`src/verilog/ald_pkg.sv`:
```
// package with opcodes, field positions and reset values for the accumulator-load decoder
package ald_pkg;
   localparam int ALD_IW = 10;
   localparam int ALD_DW = 4;
   localparam int ALD_XW = 4;
   localparam int ALD_DPW = 6;
   // opcode patterns
   localparam logic [5:0] ALD_MEM_HI = 6'h2C;
   localparam logic [9:0] ALD_OP_CLK = 10'h252;
   localparam logic [9:0] ALD_OP_PU_LO = 10'h257;
   localparam logic [9:0] ALD_OP_PU_HI = 10'h25E;
   // immediate field position
   localparam int ALD_IMM_LSB = 0;
   localparam int ALD_IMM_MSB = 3;
   localparam int ALD_CYCLES = 1;
   // reset values
   localparam logic [3:0] ALD_ACC_RST = 4'h0;
   localparam logic [3:0] ALD_X_RST = 4'h0;
   localparam logic [3:0] ALD_REG_RST = 4'h0;
   typedef enum logic [4:0] {
      ALD_K_NONE = 5'b00001,
      ALD_K_MEM = 5'b00010,
      ALD_K_CLK = 5'b00100,
      ALD_K_PULO = 5'b01000,
      ALD_K_PUHI = 5'b10000
   } ald_kind_t;
endpackage

```
`src/verilog/ald_data_mem.sv`:
```
// small data memory with registered read port
`timescale 1ns/100ps
module ald_data_mem
   import ald_pkg::*;
#(
   parameter int AW = 6,
   parameter int DW = 4
) (
   input wire logic i_clk,
   input wire logic i_we,
   input wire logic [AW-1:0] i_waddr,
   input wire logic [DW-1:0] i_wdata,
   input wire logic [AW-1:0] i_raddr,
   output logic [DW-1:0] o_rdata
);
   logic [DW-1:0] mem_q [0:(1<<AW)-1];
   always_ff @(posedge i_clk) begin
      if (i_we) begin
         mem_q[i_waddr] <= i_wdata;
      end
      o_rdata <= mem_q[i_raddr];
   end
endmodule // ald_data_mem

```
`src/verilog/ald_decode.sv`:
```
// accumulator-load instruction decoder with x pointer, control registers and data memory
`timescale 1ns/100ps
module ald_decode
   import ald_pkg::*;
#(
   parameter int DPW = ALD_DPW
) (
   input wire logic i_clk,
   input wire logic i_rst_n,
   input wire logic i_valid,
   input wire logic [ALD_IW-1:0] i_instr,
   input wire logic [DPW-1:0] i_data_pointer,
   input wire logic i_mem_we,
   input wire logic [DPW-1:0] i_mem_waddr,
   input wire logic [ALD_DW-1:0] i_mem_wdata,
   input wire logic i_clk_ctrl_we,
   input wire logic i_pu_lo_we,
   input wire logic i_pu_hi_we,
   input wire logic [ALD_DW-1:0] i_reg_wdata,
   input wire logic i_carry_in,
   output logic [ALD_DW-1:0] o_acc,
   output logic [ALD_XW-1:0] o_x_ptr,
   output logic [ALD_DW-1:0] o_clock_control_reg,
   output logic [ALD_DW-1:0] o_pullup_ctrl_lo,
   output logic [ALD_DW-1:0] o_pullup_ctrl_hi,
   output logic o_carry_flag,
   output logic o_skip,
   output logic o_done
);
   function automatic ald_kind_t decode(input logic v, input logic [ALD_IW-1:0] ins);
      if (!v) return ALD_K_NONE;
      else if (ins[9:4] == ALD_MEM_HI) return ALD_K_MEM;
      else if (ins == ALD_OP_CLK) return ALD_K_CLK;
      else if (ins == ALD_OP_PU_LO) return ALD_K_PULO;
      else if (ins == ALD_OP_PU_HI) return ALD_K_PUHI;
      else return ALD_K_NONE;
   endfunction

   // memory read is registered, so the address is presented from the pointer itself
   ald_kind_t kind_w;
   logic [ALD_DW-1:0] mem_rdata;
   logic [ALD_XW-1:0] imm_w;
   logic [ALD_DW-1:0] acc_d, acc_q, clk_q, pulo_q, puhi_q;
   logic [ALD_XW-1:0] x_d, x_q;
   logic cy_q, done_q, mem_pend_q;

   assign kind_w = decode(i_valid, i_instr);
   assign imm_w = i_instr[ALD_IMM_MSB:ALD_IMM_LSB];

   ald_data_mem #(.AW(DPW), .DW(ALD_DW)) u_mem (
      .i_clk(i_clk),
      .i_we(i_mem_we),
      .i_waddr(i_mem_waddr),
      .i_wdata(i_mem_wdata),
      .i_raddr(i_data_pointer),
      .o_rdata(mem_rdata)
   );

   // the memory word is ready in the register one cycle after the pointer; the fetch presents
   // the pointer a cycle ahead, so the load completes in the instruction cycle itself
   assign x_d = (kind_w == ALD_K_MEM) ? (x_q ^ imm_w) : x_q;
   assign acc_d = (kind_w == ALD_K_MEM) ? mem_rdata :
                  (kind_w == ALD_K_CLK) ? clk_q :
                  (kind_w == ALD_K_PULO) ? pulo_q :
                  (kind_w == ALD_K_PUHI) ? puhi_q : acc_q;

   always_ff @(posedge i_clk or negedge i_rst_n) begin
      if (!i_rst_n) begin
         acc_q <= ALD_ACC_RST;
         x_q <= ALD_X_RST;
         done_q <= 1'b0;
         mem_pend_q <= 1'b0;
      end else begin
         acc_q <= acc_d;
         x_q <= x_d;
         done_q <= (kind_w != ALD_K_NONE);
         mem_pend_q <= (kind_w == ALD_K_MEM);
      end
   end

   // source registers change only on their own writes, never on a load
   always_ff @(posedge i_clk or negedge i_rst_n) begin
      if (!i_rst_n) begin
         clk_q <= ALD_REG_RST;
         pulo_q <= ALD_REG_RST;
         puhi_q <= ALD_REG_RST;
         cy_q <= 1'b0;
      end else begin
         if (i_clk_ctrl_we) clk_q <= i_reg_wdata;
         if (i_pu_lo_we) pulo_q <= i_reg_wdata;
         if (i_pu_hi_we) puhi_q <= i_reg_wdata;
         if (kind_w == ALD_K_NONE) cy_q <= i_carry_in;
      end
   end

   assign o_acc = acc_q;
   assign o_x_ptr = x_q;
   assign o_clock_control_reg = clk_q;
   assign o_pullup_ctrl_lo = pulo_q;
   assign o_pullup_ctrl_hi = puhi_q;
   assign o_carry_flag = cy_q;
   assign o_skip = 1'b0;
   assign o_done = done_q;

   a_mem_acc_load: assert property (@(posedge i_clk) disable iff (!i_rst_n)
      kind_w == ALD_K_MEM |=> acc_q == $past(mem_rdata)) else $error("memory load wrong");
   a_x_xor_imm: assert property (@(posedge i_clk) disable iff (!i_rst_n)
      kind_w == ALD_K_MEM |=> x_q == ($past(x_q) ^ $past(imm_w))) else $error("x update wrong");
   a_x_hold: assert property (@(posedge i_clk) disable iff (!i_rst_n)
      kind_w != ALD_K_MEM |=> $stable(x_q)) else $error("x changed");
   a_clk_acc_load: assert property (@(posedge i_clk) disable iff (!i_rst_n)
      kind_w == ALD_K_CLK |=> acc_q == $past(clk_q)) else $error("clock ctrl load wrong");
   a_pulo_acc_load: assert property (@(posedge i_clk) disable iff (!i_rst_n)
      kind_w == ALD_K_PULO |=> acc_q == $past(pulo_q)) else $error("pullup lo load wrong");
   a_puhi_acc_load: assert property (@(posedge i_clk) disable iff (!i_rst_n)
      kind_w == ALD_K_PUHI |=> acc_q == $past(puhi_q)) else $error("pullup hi load wrong");
   a_carry_kept: assert property (@(posedge i_clk) disable iff (!i_rst_n)
      kind_w != ALD_K_NONE |=> $stable(o_carry_flag)) else $error("carry changed");
   a_src_kept: assert property (@(posedge i_clk) disable iff (!i_rst_n)
      kind_w == ALD_K_CLK && !i_clk_ctrl_we |=> $stable(clk_q) && !o_skip) else $error("source changed");
   a_done_one: assert property (@(posedge i_clk) disable iff (!i_rst_n)
      kind_w != ALD_K_NONE |=> o_done) else $error("done missing");

   // refused words raise no done pulse and leave the accumulator unchanged; the carry still follows its input
   a_done_refused: assert property (@(posedge i_clk) disable iff (!i_rst_n)
      kind_w == ALD_K_NONE |=> !o_done) else $error("done on refused word");
   a_acc_hold: assert property (@(posedge i_clk) disable iff (!i_rst_n)
      kind_w == ALD_K_NONE |=> $stable(acc_q)) else $error("accumulator changed");

   // the pull-up sources survive their own read
   a_pulo_kept: assert property (@(posedge i_clk) disable iff (!i_rst_n)
      kind_w == ALD_K_PULO && !i_pu_lo_we |=> $stable(pulo_q)) else $error("pullup lo changed");
   a_puhi_kept: assert property (@(posedge i_clk) disable iff (!i_rst_n)
      kind_w == ALD_K_PUHI && !i_pu_hi_we |=> $stable(puhi_q)) else $error("pullup hi changed");

   // carry only follows its input between loads
   a_carry_follow: assert property (@(posedge i_clk) disable iff (!i_rst_n)
      kind_w == ALD_K_NONE |=> o_carry_flag == $past(i_carry_in)) else $error("carry not loaded");
   a_skip_never: assert property (@(posedge i_clk) disable iff (!i_rst_n)
      kind_w != ALD_K_NONE |=> !o_skip) else $error("skip raised");

   // register write ports land one edge later
   a_clk_write: assert property (@(posedge i_clk) disable iff (!i_rst_n)
      i_clk_ctrl_we |=> clk_q == $past(i_reg_wdata)) else $error("clock ctrl write lost");
   a_pulo_write: assert property (@(posedge i_clk) disable iff (!i_rst_n)
      i_pu_lo_we |=> pulo_q == $past(i_reg_wdata)) else $error("pullup lo write lost");
   a_puhi_write: assert property (@(posedge i_clk) disable iff (!i_rst_n)
      i_pu_hi_we |=> puhi_q == $past(i_reg_wdata)) else $error("pullup hi write lost");
   a_mem_pend: assert property (@(posedge i_clk) disable iff (!i_rst_n)
      kind_w == ALD_K_MEM |=> mem_pend_q) else $error("memory load not marked");

   c_mem: cover property (@(posedge i_clk) disable iff (!i_rst_n) kind_w == ALD_K_MEM);
   c_clk: cover property (@(posedge i_clk) disable iff (!i_rst_n) kind_w == ALD_K_CLK);
   c_pu: cover property (@(posedge i_clk) disable iff (!i_rst_n) kind_w == ALD_K_PULO ##1 kind_w == ALD_K_PUHI);
   c_mem_b2b: cover property (@(posedge i_clk) disable iff (!i_rst_n) mem_pend_q && kind_w == ALD_K_MEM);
endmodule // ald_decode

```
`config.mk`:
```
export PLATFORM = sky130hd
export DESIGN_NAME = ald_decode
export DESIGN_NICKNAME = d
export VERILOG_FILES = /design/src/verilog/ald_pkg.sv /design/src/verilog/ald_data_mem.sv /design/src/verilog/ald_decode.sv
export SDC_FILE = /design/constraint.sdc
export NUM_CORES = 1
export LEC_CHECK = 0
export ABC_AREA = 0
export BUFFER_PORTS_ARGS = -buffer_cell sky130_fd_sc_hd__buf_2
export CORE_MARGIN = 1.5
export CORE_UTILIZATION = 45
export DETAILED_ROUTE_END_ITERATION = 10
export PLACE_DENSITY = 0.69
export SLEW_MARGIN = 30
export SYNTH_ARGS = -nofsm -noshare
export SYNTH_HDL_FRONTEND = slang
export SYNTH_SLANG_ARGS = --single-unit
```
`constraint.sdc`:
```
create_clock -name i_clk -period 2.2 [get_ports i_clk]
set_input_delay 0.11 -clock i_clk [delete_from_list [all_inputs] [get_ports i_clk]]
set_output_delay 0.11 -clock i_clk [all_outputs]
set_load 0.02 [all_outputs]
```
==> results.json <==
{
  "clk_latency_ns": 0.56,
  "crit_buf_inv": 2,
  "hold_class": "input port to flop",
  "grt-ovfl-total": 0,
  "r2r_start": "u_mem.mem_q[47][2]$_DFFE_PP_",
  "yosysTopAreaCell": "edfxtp_1",
  "io_pins": 61,
  "clock_path_buffers": 3,
  "skew_ns": 0.01383,
  "routedWlPerCell_um": 22.94,
  "hold_slack_ns": 0.01808,
  "wl_mm": 24.64,
  "finalCritPeriodShare_pct": 80.19,
  "synth-seq-cells": 282,
  "dieArea_um2": 26310,
  "syn_area_um2": 11400,
  "tns_ns": 0,
  "fmax_mhz": 566.9,
  "antenna_found_initial": 1,
  "n_fill_cell": 1960,
  "status": "complete, no violations",
  "cellPowerDensity_nw_per_um2": 873.3,
  "place_area_um2": 12170,
  "critPathLaunchType": "input port",
  "synth-seq-area-share_pct": 72.93,
  "ir_worst_vdd_mv": 0.7365,
  "gp_congestion": 0.8467,
  "grt_setup_unrepaired": "false",
  "cts_root_buf": "clkbuf_16",
  "yosysMostFrequentCell": "edfxtp_1",
  "synthesis.nets": 658,
  "ctsResizeCount": 0,
  "cts_sinks": 282,
  "postCtsSetupBuffers": 0,
  "final-setup-viol-count": 0,
  "worstMarginPinSlew_ns": 0.6281,
  "critical_path.top_delay_family": "simple AND/OR/NAND/NOR gates",
  "nNetsFinal": 761,
  "core_um2": 25040,
  "slowest_stage": "or4_1",
  "r2r_cells": 5,
  "port_buffers": 59,
  "cp_max_fo": 11,
  "hold_viol_final": 0,
  "grt_max_degree": 65,
  "final.min_clock_period_ns": 1.764,
  "max_stage_delay_ns": 0.64,
  "dp_hpwl_mm": 16.54,
  "ant_nets": 0,
  "synth_enable_flop_cells": 256,
  "drc": 0,
  "vias": 6191,
  "ys_top_cells_by_area": "edfxtp_1 (67%), mux4_2 (11%), dfrtp_1 (4.8%)",
  "cp.required_ns": 2.67,
  "drive_gt1_share_pct": 26.75,
  "synth_common_cells": "edfxtp_1 (256), nor2_1 (72), mux4_2 (58)",
  "cts_tree": "built",
  "via_per_inst": 5.764,
  "syn_avg_cell_area_um2": 18.39,
  "largest_reg_flops": 256,
  "synthArstFlopShare_pct": 7.801,
  "cp-end-kind": "flop",
  "reg2reg_slack_ns": 0.51,
  "path_cells": "dlygate4sd3_1 > buf_2 > nand3b_1 > or4_1 > o211ai_1 > a22oi_1 > mux2i_1",
  "numCtsBuffers": 29,
  "worstSetupPathType": "input port to flop",
  "p_leak_nw": 4.443,
  "rr_endpoint": "u_mem.o_rdata[2]$_DFF_P_",
  "num_rows": 58,
  "top_register": "u_mem.mem_q",
  "grt_pass1_wl_mm": 37.87,
  "clk_pin_slew_ns": 0.06,
  "die_y_um": 162.2,
  "synthDistinctLibCells": 44,
  "fin_area_um2": 13320,
  "drtIter0Drc": 622,
  "worstSetupStartpoint": "i_instr[1]",
  "crit_cells": 7,
  "maxCapViolCount": 0,
  "dr.pass1.iters": 5,
  "antenna_cells": 0,
  "die_x_um": 162.2,
  "synth_warnings": 0,
  "syn_to_final_growth_pct": 16.81,
  "grt_pass1_vias": 6569,
  "layout.cells.non_filler": 1074,
  "crit_end": "o_acc[2]$_DFFE_PN0P_",
  "maxSlewViolCount": 0,
  "syn_inst": 620,
  "synth_top_area_share_pct": 67.41,
  "cp.arrival_ns": 2.23,
  "synth_flop_cell": "edfxtp_1",
  "start_util_pct": 45.55,
  "track_usage_pct": 19.26,
  "relSlewSlack_pct": 58.13,
  "place_inst": 1001,
  "htreeDepth": 1
}
[power by group]
part	leakage (nW)	switching [mW]	internal, mW
combinational	1.38	0.465	0.328
clock	0.463	1.97	2.88
sequential	2.60	0.0520	5.94
total	4.44	2.49	9.15
[repair_timing]
| item | CTS | global route |
|---|---|---|
| hold buffers | 21 | 0 |
| hold endpoints to repair | 40 | 0 |
| endpoints found under the setup margin | 0 | 0 |
[metrics by stage]
step | worst slack (ns) | total power, mW | util, %
2_1_floorplan | 0.6563 | 6.528 | -
3_3_place_gp | 0.2540 | 6.836 | 48.60
3_5_place_dp | 0.2725 | 6.862 | 48.60
4_1_cts | 0.5088 | 11.72 | 53.21
5_1_grt | 0.3181 | 11.96 | 53.21
6_report | 0.4359 | 11.63 | 53.21
[how the worst min path moves through the flow]
stage	start	end	slack, ns	cells past startpoint
floorplan	i_rst_n	o_acc[0]$_DFFE_PN0P_	-0.19	0
global placement	i_rst_n	o_x_ptr[0]$_DFFE_PN0P_	0.08	1
finish	i_data_pointer[3]	u_mem.o_rdata[0]$_DFF_P_	0.02	3
CTS	i_data_pointer[3]	u_mem.o_rdata[0]$_DFF_P_	0.002	3
global route	i_data_pointer[3]	u_mem.o_rdata[0]$_DFF_P_	0.03	3
detailed placement	i_rst_n	o_x_ptr[2]$_DFFE_PN0P_	0.10	1
[routing by layer]
layer | wire (um) | share of wire, % | track usage [%] | up-vias
li1 | - | - | - | 2706
met1 | 9880 | 40 | 25.11 | 3099
met5 | 13 | 0.053 | 0 | -
met4 | 1111 | 4.5 | 8.215 | 2
met2 | 11860 | 48 | 31.94 | 302
met3 | 1773 | 7.2 | 3.601 | 82
[tightest hold or removal path, delay by kind of cell]
family          cells  cell delay (ns)
compound gates      1             0.11
buf+inv             1             0.21
simple gates        1             0.08
[logic make-up after synthesis]
kind of cell / synth area share, %
compound gates: 3.061
mux: 15.14
buf+inv: 2.139
simple gates: 6.308
xor+xnor: 0.3840
flops: 72.93
other cells: 0.03288
[final cells by class]
| cell class | count | area, um2 | share of cell area (%) |
|---|---|---|---|
| flip-flops and latches | 282 | 8318 | 62.44 |
| multi-input cells | 297 | 2843 | 21.34 |
| repair buffers | 103 | 765.7 | 5.748 |
| clock buffers | 34 | 744.5 | 5.588 |
| well taps | 330 | 412.9 | 3.099 |
| clock inverters | 18 | 200.2 | 1.503 |
| inverters | 10 | 37.54 | 0.2818 |
[layout by cell type (no fill, tap or decap), drive strengths merged, types with 2 or more instances in the layout]
master       instances
o211ai               4
buf                 82
mux2i               15
a22oi                4
clkinv              12
or3                  2
nand3b               7
nor2b                7
o21ai               16
inv                 11
xnor2                4
bufinv               4
nand2b               4
o311ai               7
clkbuf              34
nand4                3
nand4b               2
nor4                 3
or3b                 3
dlygate4sd3         21
mux2                10
nand3               13
dfxtp                4
mux4                64
nor2                72
dfrtp               22
or4                  2
o41ai                4
a211oi               3
nor3                 7
nand2               25
o22ai               10
edfxtp             256
Power figures use the tool's default switching activity.
